$ cat src/bcm_map.vh
`ifndef BCM_MAP_VH
`define BCM_MAP_VH
// Register byte addresses: printed offsets are not all multiples of four, so index * 4
`define BCM_IDX_CTL1 8'ha8
`define BCM_IDX_CTL2 8'ha9
`define BCM_IDX_CTL3 8'haa
`define BCM_IDX_STAT 8'hab
`define BCM_ADDR_CTL1 10'h2a0
`define BCM_ADDR_CTL2 10'h2a4
`define BCM_ADDR_CTL3 10'h2a8
`define BCM_ADDR_STAT 10'h2ac
// Control one fields
`define BCM_C1_TEMP_CHOKE 9
`define BCM_C1_USB_CHOKE 8
`define BCM_C1_RECOV_TC 7
`define BCM_C1_FAST_EN 5
`define BCM_C1_THROTTLE 4
// Control two fields
`define BCM_C2_TRICKLE_SEL 6
`define BCM_C2_ISEL_HI 3
`define BCM_C2_ISEL_LO 0
`define BCM_C2_ISEL_RESET 4'h6
// Control three fields
`define BCM_C3_FORCE 7
`define BCM_C3_TSTEP_HI 6
`define BCM_C3_TSTEP_LO 5
// Status fields
`define BCM_ST_FAST_READY_EV 0
`define BCM_ST_FAST_OK 1
`define BCM_ST_TRICKLE 2
`define BCM_ST_FAST 3
`define BCM_ST_CHOKED 4
`define BCM_ST_TERMINATED 5
// Charge modes
`define BCM_MODE_IDLE 2'h0
`define BCM_MODE_TRICKLE 2'h1
`define BCM_MODE_FAST 2'h2
// Power states
`define BCM_PWR_ACTIVE 2'h1
// Timing: clock 25 MHz, times in microseconds
`define BCM_CLK_MHZ 25
// Last count of the microsecond divider, 25 cycles per microsecond
`define BCM_US_LAST 5'h18
// Timer loads, sized to the 23-bit microsecond timer
`define BCM_SUSPEND_US 23'h7a1200
`define BCM_RECOV_FAST_US 23'h0000b4
`define BCM_RECOV_SLOW_US 23'h004e21
`define BCM_TSTEP0_US 23'h000008
`define BCM_TSTEP1_US 23'h000010
`define BCM_TSTEP2_US 23'h000020
`define BCM_TSTEP3_US 23'h000080
// Trickle currents in mA
`define BCM_TRICKLE_LO_MA 8'h32
`define BCM_TRICKLE_HI_MA 8'h64
`endif

$ cat src/bcm_us_tick.v
`timescale 1ns/1ns
`include "bcm_map.vh"
// Microsecond enable pulse from the 25 MHz clock
module bcm_us_tick (
  input wire clk_in,
  input wire nrst_in,
  output reg tick_out
);
  reg [4:0] count;

  // Divide by the cycles in one microsecond
  always @(posedge clk_in or negedge nrst_in) begin
    if (!nrst_in) begin
      count <= 5'h00;
      tick_out <= 1'b0;
    end else if (count == `BCM_US_LAST) begin
      count <= 5'h00;
      tick_out <= 1'b1;
    end else begin
      count <= count + 5'h01;
      tick_out <= 1'b0;
    end
  end
endmodule // bcm_us_tick

$ cat src/bcm_us_timer.v
`timescale 1ns/1ns
`include "bcm_map.vh"
// Microsecond down-counter; done is high while loaded time has run out
module bcm_us_timer (
  input wire clk_in,
  input wire nrst_in,
  input wire tick_in,
  input wire load_in,
  input wire [22:0] load_us_in,
  output wire done_out
);
  reg [22:0] remain;

  assign done_out = (remain == 23'h000000);

  // Load wins over counting
  always @(posedge clk_in or negedge nrst_in) begin
    if (!nrst_in) begin
      remain <= 23'h000000;
    end else if (load_in) begin
      remain <= load_us_in;
    end else if (tick_in && !done_out) begin
      remain <= remain - 23'h000001;
    end
  end
endmodule // bcm_us_timer

$ cat src/bcm_charge_ctrl.v
`timescale 1ns/1ns
`include "bcm_map.vh"
// Overview of operation
// - Trickle charging is on by default with wall or USB source selected.
// - Without force, trickle starts only when battery is 100mV under target.
// - Force bit, control three bit 7, makes trickle charging unconditional.
// - Control two bit 6 picks trickle current: 0 is 50mA, 1 is 100mA.
// - Trickle temperature choke suspends charge above 115C for 8s and until cool.
// - Trickle USB choke drops a 100mA demand to 50mA, only step.
// - Control one bit 7 picks recovery step-up: 180us or over 20ms.
// - Control one bits 9 and 8 enable temperature and USB choking.
// - Fast charge never starts alone; the host must write the enable.
// - Fast allowed only ACTIVE, wall or USB high power, good source, battery over 3.1V.
// - Ready event flag is set when fast conditions become satisfied.
// - Fast enable is held zero while conditions fail; host writes ignored.
// - Fast charge always suspends above 115C for 8s and until cool.
// - USB limit in fast charge throttles if enabled, else terminates charging.
// - With throttle enabled, end-of-charge indication is suppressed.
// - Fast charge falls back to trickle when conditions cease, or to idle if the trickle source is lost.
// - Ready event sets on rising edge and clears when read.
// - Throttle step time codes: 8us, 16us, 32us, 128us.
module bcm_charge_ctrl (
  input wire clk_in,
  input wire nrst_in,
  input wire hsel_in,
  input wire [31:0] haddr_in,
  input wire [1:0] htrans_in,
  input wire hwrite_in,
  input wire [2:0] hsize_in,
  input wire [31:0] hwdata_in,
  input wire hready_in,
  output reg [31:0] hrdata_out,
  output reg hreadyout_out,
  output reg hresp_out,
  input wire wall_src_in,
  input wire usb_src_in,
  input wire usb_high_power_in,
  input wire [1:0] power_state_in,
  input wire source_ok_in,
  input wire batt_below_target_in,
  input wire batt_above_fast_min_in,
  input wire over_temp_in,
  input wire usb_limit_in,
  input wire eoc_current_in,
  output reg trickle_on_out,
  output reg fast_on_out,
  output reg [7:0] trickle_ma_out,
  output reg [3:0] fast_limit_out,
  output reg throttle_step_out,
  output reg throttle_up_out,
  output reg eoc_flag_out
);
  reg [15:0] ctl1;
  reg [15:0] ctl2;
  reg [15:0] ctl3;
  reg fast_ready_event;
  reg fast_ok_d;
  reg [1:0] mode;
  reg [1:0] next_mode;
  reg suspended;
  reg usb_choked;
  reg terminated;
  reg wr_pend;
  reg [9:0] wr_addr;
  reg timer_load;
  reg [22:0] timer_us;
  reg [22:0] tstep_us;
  reg throttle_run;
  wire us_tick;
  wire timer_done;
  wire fast_ok;
  wire trickle_ok;
  wire rd_ok;
  wire [9:0] rd_addr;
  wire [15:0] status;
  wire hazard;

  // Decodes a byte address to a register select
  function [3:0] bcm_decode;
    input [9:0] addr;
    begin
      bcm_decode = {addr == `BCM_ADDR_STAT, addr == `BCM_ADDR_CTL3,
                    addr == `BCM_ADDR_CTL2, addr == `BCM_ADDR_CTL1};
    end
  endfunction

  bcm_us_tick u_tick (
    .clk_in(clk_in),
    .nrst_in(nrst_in),
    .tick_out(us_tick)
  );

  bcm_us_timer u_timer (
    .clk_in(clk_in),
    .nrst_in(nrst_in),
    .tick_in(us_tick),
    .load_in(timer_load),
    .load_us_in(timer_us),
    .done_out(timer_done)
  );

  // Charge conditions
  assign fast_ok = (power_state_in == `BCM_PWR_ACTIVE) && source_ok_in &&
                   (wall_src_in || (usb_src_in && usb_high_power_in)) &&
                   batt_above_fast_min_in;
  assign trickle_ok = (wall_src_in || usb_src_in) && source_ok_in;
  assign rd_ok = hsel_in && hready_in && htrans_in[1] && !hwrite_in;
  assign rd_addr = haddr_in[9:0];
  assign status = {10'h000, terminated, suspended | usb_choked, mode == `BCM_MODE_FAST,
                   mode == `BCM_MODE_TRICKLE, fast_ok, fast_ready_event};
  // Thermal hold applies in fast always, in trickle only when enabled
  assign hazard = over_temp_in && ((mode == `BCM_MODE_FAST) ||
                  ctl1[`BCM_C1_TEMP_CHOKE]);

  // AHB-Lite slave: zero wait states, OKAY always, writes land in data phase
  always @(posedge clk_in or negedge nrst_in) begin
    if (!nrst_in) begin
      wr_pend <= 1'b0;
      wr_addr <= 10'h000;
      hrdata_out <= 32'h00000000;
      hreadyout_out <= 1'b1;
      hresp_out <= 1'b0;
    end else begin
      wr_pend <= hsel_in && hready_in && htrans_in[1] && hwrite_in;
      wr_addr <= haddr_in[9:0];
      hreadyout_out <= 1'b1;
      hresp_out <= 1'b0;
      if (rd_ok) begin
        case (bcm_decode(rd_addr))
          4'h1: hrdata_out <= {16'h0000, ctl1};
          4'h2: hrdata_out <= {16'h0000, ctl2};
          4'h4: hrdata_out <= {16'h0000, ctl3};
          4'h8: hrdata_out <= {16'h0000, status};
          default: hrdata_out <= 32'h00000000;
        endcase
      end
    end
  end

  // Control registers; fast enable only writable while conditions hold
  always @(posedge clk_in or negedge nrst_in) begin
    if (!nrst_in) begin
      ctl1 <= 16'h0000;
      ctl2 <= {12'h000, `BCM_C2_ISEL_RESET};
      ctl3 <= 16'h0000;
    end else begin
      if (wr_pend && bcm_decode(wr_addr) == 4'h1) begin
        ctl1 <= hwdata_in[15:0];
        ctl1[`BCM_C1_FAST_EN] <= hwdata_in[`BCM_C1_FAST_EN] && fast_ok;
      end
      if (!fast_ok) begin
        ctl1[`BCM_C1_FAST_EN] <= 1'b0;
      end
      if (wr_pend && bcm_decode(wr_addr) == 4'h2) begin
        ctl2 <= hwdata_in[15:0];
      end
      if (wr_pend && bcm_decode(wr_addr) == 4'h4) begin
        ctl3 <= hwdata_in[15:0];
      end
    end
  end

  // Ready event: rising edge of fast_ok sets, status read clears, set wins
  always @(posedge clk_in or negedge nrst_in) begin
    if (!nrst_in) begin
      fast_ok_d <= 1'b0;
      fast_ready_event <= 1'b0;
    end else begin
      fast_ok_d <= fast_ok;
      if (fast_ok && !fast_ok_d) begin
        fast_ready_event <= 1'b1;
      end else if (rd_ok && bcm_decode(rd_addr) == 4'h8) begin
        fast_ready_event <= 1'b0;
      end
    end
  end

  // Mode selection: one machine, trickle and fast exclusive
  always @* begin
    next_mode = mode;
    case (mode)
      `BCM_MODE_IDLE: begin
        if (trickle_ok && !terminated &&
            (ctl3[`BCM_C3_FORCE] || batt_below_target_in)) begin
          next_mode = `BCM_MODE_TRICKLE;
        end
      end
      `BCM_MODE_TRICKLE: begin
        if (!trickle_ok || terminated) begin
          next_mode = `BCM_MODE_IDLE;
        end else if (ctl1[`BCM_C1_FAST_EN] && fast_ok) begin
          next_mode = `BCM_MODE_FAST;
        end
      end
      `BCM_MODE_FAST: begin
        if (terminated) begin
          next_mode = `BCM_MODE_IDLE;
        end else if (!fast_ok || !ctl1[`BCM_C1_FAST_EN]) begin
          next_mode = trickle_ok ? `BCM_MODE_TRICKLE : `BCM_MODE_IDLE;
        end
      end
      default: next_mode = `BCM_MODE_IDLE;
    endcase
  end

  always @(posedge clk_in or negedge nrst_in) begin
    if (!nrst_in) begin
      mode <= `BCM_MODE_IDLE;
    end else begin
      mode <= next_mode;
    end
  end

  // Throttle step interval by code
  always @* begin
    case (ctl3[`BCM_C3_TSTEP_HI:`BCM_C3_TSTEP_LO])
      2'h0: tstep_us = `BCM_TSTEP0_US;
      2'h1: tstep_us = `BCM_TSTEP1_US;
      2'h2: tstep_us = `BCM_TSTEP2_US;
      default: tstep_us = `BCM_TSTEP3_US;
    endcase
  end

  // Shared timer: thermal hold, choke recovery, throttle stepping
  always @* begin
    timer_load = 1'b0;
    timer_us = `BCM_SUSPEND_US;
    if (hazard && !suspended && mode != `BCM_MODE_IDLE) begin
      timer_load = 1'b1;
    end else if (mode == `BCM_MODE_TRICKLE && usb_limit_in && ctl1[`BCM_C1_USB_CHOKE] &&
                 ctl2[`BCM_C2_TRICKLE_SEL] && !suspended) begin
      timer_load = 1'b1;
      timer_us = ctl1[`BCM_C1_RECOV_TC] ? `BCM_RECOV_SLOW_US :
                 `BCM_RECOV_FAST_US;
    end else if (throttle_run && timer_done) begin
      timer_load = 1'b1;
      timer_us = tstep_us;
    end
  end

  // Suspend, choke, termination and throttle state
  always @(posedge clk_in or negedge nrst_in) begin
    if (!nrst_in) begin
      suspended <= 1'b0;
      usb_choked <= 1'b0;
      terminated <= 1'b0;
      throttle_run <= 1'b0;
    end else begin
      if (hazard && mode != `BCM_MODE_IDLE) begin
        suspended <= 1'b1;
      end else if (timer_done && !over_temp_in) begin
        suspended <= 1'b0;
      end
      if (mode == `BCM_MODE_TRICKLE && usb_limit_in && ctl1[`BCM_C1_USB_CHOKE] &&
          ctl2[`BCM_C2_TRICKLE_SEL]) begin
        usb_choked <= 1'b1;
      end else if (timer_done && !suspended) begin
        usb_choked <= 1'b0;
      end
      throttle_run <= mode == `BCM_MODE_FAST && usb_limit_in &&
                      ctl1[`BCM_C1_THROTTLE] && !suspended;
      if (mode == `BCM_MODE_FAST && usb_limit_in && !ctl1[`BCM_C1_THROTTLE]) begin
        terminated <= 1'b1;
      end else if (!trickle_ok || (!ctl3[`BCM_C3_FORCE] && batt_below_target_in &&
                   mode == `BCM_MODE_IDLE)) begin
        terminated <= 1'b0;
      end
    end
  end

  // Charger outputs, all registered
  always @(posedge clk_in or negedge nrst_in) begin
    if (!nrst_in) begin
      trickle_on_out <= 1'b0;
      fast_on_out <= 1'b0;
      trickle_ma_out <= 8'h00;
      fast_limit_out <= 4'h0;
      throttle_step_out <= 1'b0;
      throttle_up_out <= 1'b0;
      eoc_flag_out <= 1'b0;
    end else begin
      trickle_on_out <= mode == `BCM_MODE_TRICKLE && !suspended;
      fast_on_out <= mode == `BCM_MODE_FAST && !suspended;
      trickle_ma_out <= (ctl2[`BCM_C2_TRICKLE_SEL] && !usb_choked) ?
                        `BCM_TRICKLE_HI_MA : `BCM_TRICKLE_LO_MA;
      fast_limit_out <= ctl2[`BCM_C2_ISEL_HI:`BCM_C2_ISEL_LO];
      throttle_step_out <= throttle_run && timer_done;
      throttle_up_out <= throttle_run ? 1'b0 : 1'b1;
      eoc_flag_out <= eoc_current_in && mode != `BCM_MODE_IDLE &&
                      !(mode == `BCM_MODE_FAST && ctl1[`BCM_C1_THROTTLE]) &&
                      !(mode == `BCM_MODE_TRICKLE &&
                        (ctl1[`BCM_C1_USB_CHOKE] || ctl1[`BCM_C1_TEMP_CHOKE]));
    end
  end
endmodule // bcm_charge_ctrl

$ cat config.mk
export PLATFORM = sky130hd
export DESIGN_NAME = bcm_charge_ctrl
export DESIGN_NICKNAME = d
export VERILOG_FILES = /design/src/bcm_us_tick.v /design/src/bcm_us_timer.v /design/src/bcm_charge_ctrl.v
export VERILOG_INCLUDE_DIRS = /design/src
export SDC_FILE = /design/constraint.sdc
export NUM_CORES = 1
export LEC_CHECK = 0
export BUFFER_PORTS_ARGS = -buffer_cell sky130_fd_sc_hd__buf_2
export CAP_MARGIN = 5
export CORE_AREA = 10 10 131 133
export CTS_BUF_LIST = sky130_fd_sc_hd__clkbuf_8
export DETAILED_ROUTE_END_ITERATION = 6
export DIE_AREA = 0 0 141 143
export GPL_TIMING_DRIVEN = 1
export SYNTH_ARGS = -nofsm -noshare
export SYNTH_HDL_FRONTEND = slang
export SYNTH_SLANG_ARGS = --single-unit
$ cat constraint.sdc
create_clock -name clk_in -period 3.1 [get_ports clk_in]
set_input_delay 0.155 -clock clk_in [delete_from_list [all_inputs] [get_ports clk_in]]
set_output_delay 0.155 -clock clk_in [all_outputs]
set_load 0.005 [all_outputs]
==> results of run 1 <==
[sequential cells by signal, indices dropped and copies added (netlist names), 2 cells and up]
name and count:
u_timer.remain 23, ctl1 16, ctl2 16, ctl3 16
hrdata_out 16, wr_addr 10, u_tick.count 5, fast_limit_out 4
trickle_ma_out 3, mode 2
[logic make-up after synthesis]
kind of cell | Yosys count
flops | 124
xor+xnor | 5
compound gates | 87
simple gates | 170
mux | 64
other cells | 2
fa+ha+maj | 3
buf+inv | 63
[metal layers]
layer,GRT usage (%),up-vias
met3,4.31,17
met4,5.92,0
met2,22.9,139
met1,17.3,2109
met5,0,-
li1,-,2025
[cells in the mapped netlist (2+ instances only)]
| cell | n | area [µm²] |
|---|---|---|
| a31oi_1 | 8 | 50.1 |
| and3_1 | 4 | 25.0 |
| nor3_2 | 2 | 20.0 |
| nand4_1 | 5 | 31.3 |
| nor2_1 | 44 | 165 |
| mux2i_1 | 13 | 130 |
| or2_2 | 2 | 12.5 |
| buf_2 | 5 | 25.0 |
| a21oi_1 | 26 | 130 |
| mux2_2 | 45 | 507 |
| dfrtp_1 | 122 | 3050 |
| buf_4 | 23 | 173 |
| nand3_1 | 16 | 80.1 |
| nand3b_1 | 2 | 15.0 |
| a21o_1 | 3 | 22.5 |
| and2_1 | 2 | 12.5 |
| xor2_1 | 4 | 35.0 |
| o21ai_0 | 24 | 120 |
| or3_1 | 5 | 31.3 |
| nor3_1 | 16 | 80.1 |
| nand2_1 | 46 | 173 |
| o22a_1 | 4 | 35.0 |
| nand2b_1 | 6 | 37.5 |
| ha_1 | 3 | 37.5 |
| o31ai_1 | 2 | 15.0 |
| o21a_1 | 3 | 22.5 |
| nor2b_1 | 2 | 12.5 |
| mux4_2 | 5 | 113 |
| nor4bb_1 | 2 | 20.0 |
| inv_1 | 22 | 82.6 |
| or4_1 | 2 | 15.0 |
| conb_1 | 2 | 7.51 |
| a21boi_0 | 2 | 15.0 |
| dfstp_2 | 2 | 52.6 |
| clkbuf_1 | 11 | 41.3 |
[critical path, cell delays in order, from the launching register on]
cell and delay [ns]:
dfrtp_1 0.43, or3_1 0.42, nor4b_4 0.36, a31oi_1 0.25, buf_4 0.24, nor3_1 0.39, a21oi_1 0.09, o2bb2a_1 0.31
[cell type report]
class,count,share of cell area [%]
sequential,124,44.6
multi-input combinational,351,34.1
timing repair buffer,113,10.9
clock buffer,21,4.15
tap,184,3.31
clock inverter,11,1.71
inverter,23,1.24
[how the worst max path moves through the flow]
stage	start	endpoint	slack [ns]	depth (start not counted)
3_5_place_dp	u_timer.remain[13]	u_timer.remain[17]	0.56	7
5_1_grt	u_timer.remain[13]	u_timer.remain[17]	0.34	7
3_3_place_gp	u_timer.remain[20]	u_timer.remain[17]	0.59	7
4_1_cts	u_timer.remain[13]	u_timer.remain[17]	0.55	7
6_report	u_timer.remain[13]	u_timer.remain[17]	0.49	7
2_1_floorplan	u_timer.remain[5]	u_timer.remain[21]	0.93	7
[through the flow]
step / total power [µW] / utilization (%) / instance area (µm²) / setup slack, ns
after floorplan: 1770 / - / 5810 / 0.925
after global placement: 1830 / 43.3 / 6240 / 0.589
after detailed placement: 1840 / 43.3 / 6240 / 0.559
after CTS: 3300 / 48.3 / 6960 / 0.545
after global routing: 3400 / 48.3 / 6960 / 0.344
final: 3260 / 48.3 / 6960 / 0.487
[where the power goes]
group | internal, µW | switching [µW] | total [µW] | leakage (µW)
Sequential | 1650 | 16.6 | 1660 | 0.00159
Combinational | 79.9 | 91.4 | 171 | 0.00160
Clock | 794 | 633 | 1430 | 0.000210
Total | 2520 | 741 | 3260 | 0.00341
[timing repair]
action / CTS / global route
endpoints found under the hold margin: 149 / 0
setup endpoints to repair: 0 / 0
hold buffers: 31 / 0
==> summary.txt, run 1 <==
Share of synthesized area occupied by flip-flops and latches = 54.1%
Reg area = 0.00311 mm²
Post-Route Skew = 0.00932 ns
Maximum number of pins on one net before global-route repair = 92
Remaining design rule violation count = 0
Initial DRC Count = 296
Xor/xnor share of the synthesized area = 0.763%
Inserted Clock Buffers = 17
Hold Path Cell Cnt = 4
RR Endpoint = u_timer.remain[17]
Hpwl dp = 9860 µm
Start point of the worst min-delay path = power_state_in[1]
Met2 wirelength from detailed routing = 6750 µm
Placer Congestion = 0.875
Yosys reg bits = 124
Via count = 4,290
Endpoint arrival time on the critical path = 2.94 ns
Wire length of the first global-routing pass = 22,900 µm
Number of standard cells in the final layout excluding fillers = 827
Startpoint of the lowest-slack register-to-register path = u_timer.remain[13]
Most frequent cells in the layout = dfrtp_1 (122), buf_2 (71), nand2_1 (46), mux2_2 (45), nor2_1 (44)
Total Die Area = 0.0202 mm²
Worst hold-check slack = 0.0577 ns
Routed length on met3 = 892 µm
LEAKAGE = 0.00341 µW
Netlist area before placement = 0.00574 mm²
Multiplexer share of the synthesized area = 13.3%
Clock-pin slew on the worst setup and hold paths = 0.07 ns
Crit Path Max Fanout = 8
Global route total overflow = 0
CTS Buffer Depth = 2
Headroom to the max-slew limit = 27.0%
Commonest non-fill, non-tap cell in the layout = dfrtp_1
Number of cell rows = 44
Area growth, synth to finish = 21.3%
Proportion of synthesized flip-flops having asynchronous set or reset = 100%
Slew at the pin closest to its max-slew limit = 1.10 ns
Final net count = 718
Routed Antenna Nets = 0
Number of unique standard cell types used by synthesis = 68
Detailed-route wire length per cell = 16.8 µm
Initial antenna violation count = 0
Unrepaired setup endpoints after global routing = false
Critical Path End Type = flop
Upper clock frequency limit = 383 MHz
Top Ports = 136
Worst Hold Class = input pin to flop
Endpoint, Worst Hold = mode[1]
Count of final hold-check violations = 0
Final min period = 2.61 ns
Y dimension of the die = 143 µm
TritonCTS clock tree = built
Number of buffers added on ports = 72
Pins Over Slew Limit = 0
Critical Path Source Type = flop
Clock latency at the later pin of the worst-skew pair = 0.45 ns
Number of filler cells placed in the layout = 1,334
FF-to-FF setup slack = 0.49 ns
Starting density of the core = 39.8%
Simple-gate share of the synthesized area = 15.5%
Master cell of the clock root buffer = clkbuf_8
Synth Instances = 518
Synth Area in Compound Gates = 9.59%
Top flip-flop cell by instance count after synthesis = dfrtp_1
Routed via count divided by cell count = 5.19
Worst VDD drop = 0.000325 V
Area of the multi-input gates = 0.00237 mm²
Final wirelength = 13,900 µm
Post-CTS Setup Inserts = 0
Final critical-path share of the clock period = 84.3%
Core ar. = 0.0144 mm²
Top Layer Used = met4
Number of warning messages in the yosys log = 0
Number of max-cap violations = 0
Maximum level of the CTS H-tree = 4
Syn Area/Cell = 11.1 µm²
Setup TNS = 0 ns
Fraction of layout cells with a size suffix above 1 = 28.1%
DRT met1 WL = 5980 µm
Run status = finished clean
Inst Count DP = 764
Number of cells traversed by the worst register-to-register path = 7
Number of sinks on the clock net = 124
Largest family of logic cells by synthesized area = simple AND/OR/NAND/NOR gates
Worst Setup Path Type = flop to flop
Adder and majority gate portion of the synthesized area = 0.654%
Post-synth EDFFs = 0
Detailed-routing iteration count for the pre-antenna-repair pass = 6
Floorplan die width = 141 µm
Required time at the endpoint of the critical path = 3.43 ns
Post-CTS resize count = 0
N_diodes = 0
Power Dens Cells = 468 mW/mm²
Setup Viol. Count Final = 0
Vias in the first global route = 4,359
Global routing usage summed across all routing layers = 14.2%
No activity file was read; power rests on OpenSTA's default activity.
==> run 2: changes to the inputs <==
clock period = 2.3 ns   (was 3.1 ns; I/O delays follow)
==> run 2 against run 1 <==
Net effect:
- flip-flop and latch count stayed put
- cell count is 5.3% higher
- register-to-register slack got worse by 0.42 ns
- total power up 31%
- non-clock buffer count up 46
- first-iteration DRC count down 10%
- die area unchanged
- critical path depth rose by 1
- global-route usage rose by 0.61 points
- hold slack improved by 0.012 ns
- critical path type unchanged
- critical endpoint unchanged
- largest cell class unchanged
==> summary.txt, run 2 (synthesis gave the netlist of run 1 again) <==
Setup TNS = 0 ns (unchanged)
Number of cell rows = 44 (unchanged)
Met3 Usage GRT = 4.48% (+0.17 points)
Remaining design rule violation count = 0 (unchanged)
Number of max-cap violations = 0 (unchanged)
Pins Over Slew Limit = 0 (unchanged)
Commonest non-fill, non-tap cell in the layout = dfrtp_1
Total Die Area = 0.0202 mm² (unchanged)
Number of cells traversed by the worst register-to-register path = 8 (+1)
Fraction of layout cells with a size suffix above 1 = 33.5% (+5.3 points)
Upper clock frequency limit = 448 MHz (+17%)
Inserted Clock Buffers = 17 (unchanged)
Number of buffers added on ports = 72 (unchanged)
Via count = 4,379 (+2.1%)
Max reg flops = 23 (unchanged)
Wire length of the first global-routing pass = 24,000 µm (+5.0%)
Number of filler cells placed in the layout = 1,302 (-2.4%)
Y dimension of the die = 143 µm (unchanged)
Initial antenna violation count = 0 (unchanged)
Clock latency at the later pin of the worst-skew pair = 0.44 ns (about the same)
CTS Buffer Depth = 2 (unchanged)
Placer Congestion = 0.911 (+4.2%)
Crit Path Max Fanout = 6 (-2)
Hpwl dp = 10,300 µm (+4.4%)
Vias in the first global route = 4,619 (+6.0%)
LEAKAGE = 0.00364 µW (+7.0%)
Setup Viol. Count Final = 0 (unchanged)
Worst VDD drop = 0.000436 V (+34%)
Worst Setup Path Type = flop to flop
Required time at the endpoint of the critical path = 2.63 ns (-0.80 ns)
Final min period = 2.23 ns (-0.381 ns)
Starting density of the core = 39.8% (unchanged)
Unrepaired setup endpoints after global routing = true
Floorplan die width = 141 µm (unchanged)
Sum of internal, switching and leakage power = 4270 µW (+31%)
Worst Hold Class = input pin to flop
Initial DRC Count = 266 (-10%)
Final wirelength = 14,200 µm (+2.8%)
N_diodes = 0 (unchanged)
Slew at the pin closest to its max-slew limit = 0.620 ns (-0.475 ns)
Clock-pin slew on the worst setup and hold paths = 0.07 ns (about the same)
Master cell of the clock root buffer = clkbuf_8
GRT busiest layer = met2
Top Ports = 136 (unchanged)
Routed via count divided by cell count = 5.03 (-3.1%)
Final critical-path share of the clock period = 97.1% (+13 points)
Detailed-routing iteration count for the pre-antenna-repair pass = 4 (-2)
Final net count = 764 (+6.4%)
Count of final hold-check violations = 0 (unchanged)
Run status = finished clean
TritonCTS clock tree = built
Number of sinks on the clock net = 124 (unchanged)
Global routing usage summed across all routing layers = 14.8% (+0.61 points)
Maximum level of the CTS H-tree = 4 (unchanged)
Post-Route Skew = 0.00922 ns (-0.0000980 ns)
Critical Path End Type = flop
M2 GR Usage = 23.6% (+0.71 points)
Detailed-route wire length per cell = 16.4 µm (-2.4%)
Most flop-heavy register = u_timer.remain
Headroom to the max-slew limit = 58.7% (+32 points)
Hold Path Cell Cnt = 5 (+1)
Global route total overflow = 0 (unchanged)
Most frequent cells in the layout = dfrtp_1 (122), buf_2 (71), buf_4 (54), nand2_1 (46), mux2_2 (45)
Maximum number of pins on one net before global-route repair = 47 (-49%)
Endpoint arrival time on the critical path = 2.56 ns (-0.38 ns)
Critical Path Source Type = flop
Met1 Use GR = 18.9% (+1.6 points)
Routed Antenna Nets = 0 (unchanged)
Power Dens Cells = 582 mW/mm² (+24%)
Core ar. = 0.0144 mm² (unchanged)
Area growth, synth to finish = 28.0%
-- run 2: changes by cell type in the layout (fill, tap and decap cells not counted), sizes merged --
| cell | delta |
|---|---|
| dlygate4sd3 | +1 |
| clkbuf | +1 |
| bufinv | -1 |
| clkinv | -3 |
| inv | +1 |
| buf | +45 |
-- run 2: layer usage --
layer	vias to the layer above	share of wire, %
met2	113	49
li1	2094	-
met5	-	0
met4	0	0.85
met1	2165	45
met3	7	5.1
-- run 2: what timing repair did --
action | in CTS | in global routing
buffers inserted | 1 | 3
gates resized for setup | 1 | 10
hold buffers | 32 | 0
pin swaps | 1 | 6
hold endpoints to repair | 105 | 0
endpoints found under the setup margin | 2 | 12
-- run 2: final timing paths --
| kind | from | to | slack, ns |
|---|---|---|---|
| worst max-delay path | u_timer.remain[15] | u_timer.remain[17] | 0.07 |
| worst min-delay path | power_state_in[0] | mode[1] | 0.07 |
| worst max register to register | u_timer.remain[15] | u_timer.remain[17] | 0.07 |
| worst min register to register | ctl2[0] | fast_limit_out[0] | 0.40 |
| max in group asynchronous | nrst_in | ctl2[2] | 1.36 |
| min in group asynchronous | nrst_in | ctl2[15] | 0.23 |
-- run 2: stage by stage --
| stage | util (%) | hold slack [ns] | std cells | area (µm²) | setup slack [ns] |
|---|---|---|---|---|---|
| 2_1_floorplan | - | -0.181 | 538 | 5810 | 0.125 |
| 3_3_place_gp | 45.5 | 0.172 | 805 | 6560 | -0.0119 |
| 3_5_place_dp | 45.5 | 0.172 | 805 | 6560 | -0.0239 |
| 4_1_cts | 50.4 | 0.0451 | 868 | 7270 | 0.00248 |
| 5_1_grt | 50.9 | 0.0821 | 871 | 7340 | -0.0999 |
| 6_report | 50.9 | 0.0702 | 871 | 7340 | 0.0675 |
-- run 2: area by class of cell --
type                    instances  area [µm²]  area share [%]
clock buffers                  22         303            4.12
clock inverters                 8        70.1           0.954
inverters                      23        86.3            1.18
multi-input cells             351        2430            33.1
flip-flops and latches        124        3110            42.3
well taps                     184         230            3.14
repair buffers                159        1120            15.3
-- run 2: power by group --
group / internal [µW] / leakage, µW / switching (µW)
Combinational: 119 / 0.00185 / 128
Clock: 973 / 0.000197 / 810
Sequential: 2220 / 0.00159 / 20.8
-- run 2: worst max-delay path: stages, from the launching register on --
cell and delay, ns:
dfrtp_1 0.37, or3_1 0.45, nor4b_4 0.33, a31oi_1 0.16, buf_4 0.19, nor3_1 0.15
buf_4 0.16, a21oi_1 0.03, o2bb2a_1 0.28
==> run 3: changes to the inputs <==
==> constraint.sdc (replaced) <==
create_clock -name clk_in -period 2.3 [get_ports clk_in]
set_input_delay 0.345 -clock clk_in [delete_from_list [all_inputs] [get_ports clk_in]]
set_output_delay 0.345 -clock clk_in [all_outputs]
set_load 0.005 [all_outputs]
==> run 3 against run 2 <==
Net effect:
- cell count is 3.1% lower
- critical path type unchanged
- design area is 4.8% lower
- global-route usage is 0.64 points lower
- largest cell class unchanged
==> summary.txt, run 3 (synthesis gave the netlist of run 1 again) <==
Run status = finished clean
Global route total overflow = 0 (unchanged)
Top Ports = 136 (unchanged)
Worst Hold Class = input pin to flop
Fraction of layout cells with a size suffix above 1 = 34.7% (+1.2 points)
Via count = 4,319 (-1.4%)
Vias in the first global route = 4,494 (-2.7%)
Detailed-routing iteration count for the pre-antenna-repair pass = 5 (+1)
Worst VDD drop = 0.000441 V (+1.3%)
Detailed-route wire length per cell = 16.6 µm (+1.4%)
Hold Path Cell Cnt = 1 (-4)
Number of buffers added on ports = 72 (unchanged)
Critical Path End Type = flop
Final critical-path share of the clock period = 96.8% (-0.31 points)
Setup TNS = 0 ns (unchanged)
Core ar. = 0.0144 mm² (unchanged)
Number of cells traversed by the worst register-to-register path = 6 (-2)
Critical path launch point = u_timer.remain[5]
Placer Congestion = 0.888 (-2.6%)
Maximum number of pins on one net before global-route repair = 66 (+40%)
Remaining design rule violation count = 0 (unchanged)
Critical Path Source Type = flop
CTS Buffer Depth = 2 (unchanged)
Starting density of the core = 39.8% (unchanged)
Post-Route Skew = 0.0130 ns (+0.00382 ns)
Commonest non-fill, non-tap cell in the layout = dfrtp_1
Most flop-heavy register = u_timer.remain
LEAKAGE = 0.00348 µW (-4.5%)
Wire length of the first global-routing pass = 22,800 µm (-5.1%)
Critical Path Sink = u_timer.remain[21]
Number of sinks on the clock net = 124 (unchanged)
Setup Viol. Count Final = 0 (unchanged)
Clock-pin slew on the worst setup and hold paths = 0.08 ns (about the same)
Startpoint of the lowest-slack register-to-register path = u_timer.remain[5]
Floorplan die width = 141 µm (unchanged)
Power Dens Cells = 590 mW/mm² (+1.5%)
Most frequent cells in the layout = dfrtp_1 (122), buf_2 (71), buf_4 (51), nand2_1 (46), mux2_2 (45)
Maximum level of the CTS H-tree = 4 (unchanged)
TritonCTS clock tree = built
Final min period = 2.23 ns (-0.00715 ns)
Headroom to the max-slew limit = 61.6% (+2.9 points)
Crit Path Max Fanout = 4 (-2)
Hpwl dp = 10,300 µm (about the same)
Worst Setup Path Type = flop to flop
Initial antenna violation count = 0 (unchanged)
Pins Over Slew Limit = 0 (unchanged)
FF-to-FF setup slack = 0.07 ns (about the same)
RR Endpoint = u_timer.remain[21]
Number of max-cap violations = 0 (unchanged)
Master cell of the clock root buffer = clkbuf_8
Final wirelength = 14,000 µm (-1.8%)
Upper clock frequency limit = 449 MHz (+0.32%)
Number of filler cells placed in the layout = 1,333 (+2.4%)
Initial DRC Count = 256 (-3.8%)
Inserted Clock Buffers = 17 (unchanged)
Total Die Area = 0.0202 mm² (unchanged)
Endpoint arrival time on the critical path = 2.56 ns (about the same)
Number of cell rows = 44 (unchanged)
Count of final hold-check violations = 0 (unchanged)
Max reg flops = 23 (unchanged)
Unrepaired setup endpoints after global routing = false
Y dimension of the die = 143 µm (unchanged)
Required time at the endpoint of the critical path = 2.63 ns (about the same)
Post-CTS Setup Inserts = 0 (-1)
Routed Antenna Nets = 0 (unchanged)
Area growth, synth to finish = 21.8%
Slew at the pin closest to its max-slew limit = 0.571 ns (-0.0486 ns)
Clock latency at the later pin of the worst-skew pair = 0.45 ns (about the same)
N_diodes = 0 (unchanged)
Global routing usage summed across all routing layers = 14.1% (-0.64 points)
Routed via count divided by cell count = 5.12 (+1.8%)
Worst hold-check slack = 0.0312 ns (-0.0390 ns)
Final net count = 735 (-3.8%)
==> run 3: worst max-delay path, stage by stage (launching register included) <==
cell and delay [ns]:
dfrtp_1 0.43, nor4_4 0.37, and3_1 0.26, or3b_4 0.42, nor4b_2 0.29, a31oi_1 0.14
o2bb2a_4 0.22
==> run 3: area by class of cell <==
class	instances	area [µm²]	area share (%)
Tap cell	184	230	3.29
Multi-Input combinational cell	351	2390	34.3
Clock inverter	14	96.3	1.38
Timing Repair Buffer	130	828	11.9
Sequential cell	124	3110	44.4
Inverter	23	86.3	1.24
Clock buffer	18	248	3.54
==> run 3: worst min-delay path by stage <==
| stage | start | endpoint |
|---|---|---|
| after floorplan | nrst_in | ctl1[0] |
| after global placement | nrst_in | wr_pend |
| after detailed placement | nrst_in | wr_pend |
| after CTS | haddr_in[0] | wr_addr[0] |
| after global routing | haddr_in[7] | wr_addr[7] |
| final | haddr_in[1] | wr_addr[1] |
==> run 3: timing repair <==
| item | 4_1_cts | 5_1_grt |
|---|---|---|
| endpoints found under the setup margin | 5 | 14 |
| endpoints found under the hold margin | 33 | 5 |
| hold buffers | 2 | 5 |
| pin swaps | 0 | 1 |
| resized for setup | 0 | 6 |
==> run 3: layer usage <==
layer	GRT usage, %	up-vias	part of all wire [%]
met5	0	-	0
met4	5.92	0	1.9
met3	4.44	23	6.2
met2	23.1	132	48
met1	17.0	2116	43
li1	-	2048	-
==> run 3: report_power, final <==
part	total (µW)	switching, µW	internal (µW)
clock	1670	904	771
sequential	2240	21.8	2220
combinational	210	121	89.9
==> run 3: metrics by stage <==
step	setup slack, ns	utilization, %	std cells	power (µW)	cell area, µm²
finish	0.0746	48.5	844	4120	6990
global route	0.00128	48.5	844	4320	6990
CTS	-0.0458	47.9	839	4160	6920
detailed placement	-0.0244	45.4	805	2490	6550
global placement	0.0217	45.4	805	2480	6550
floorplan	0.125	-	538	2380	5810
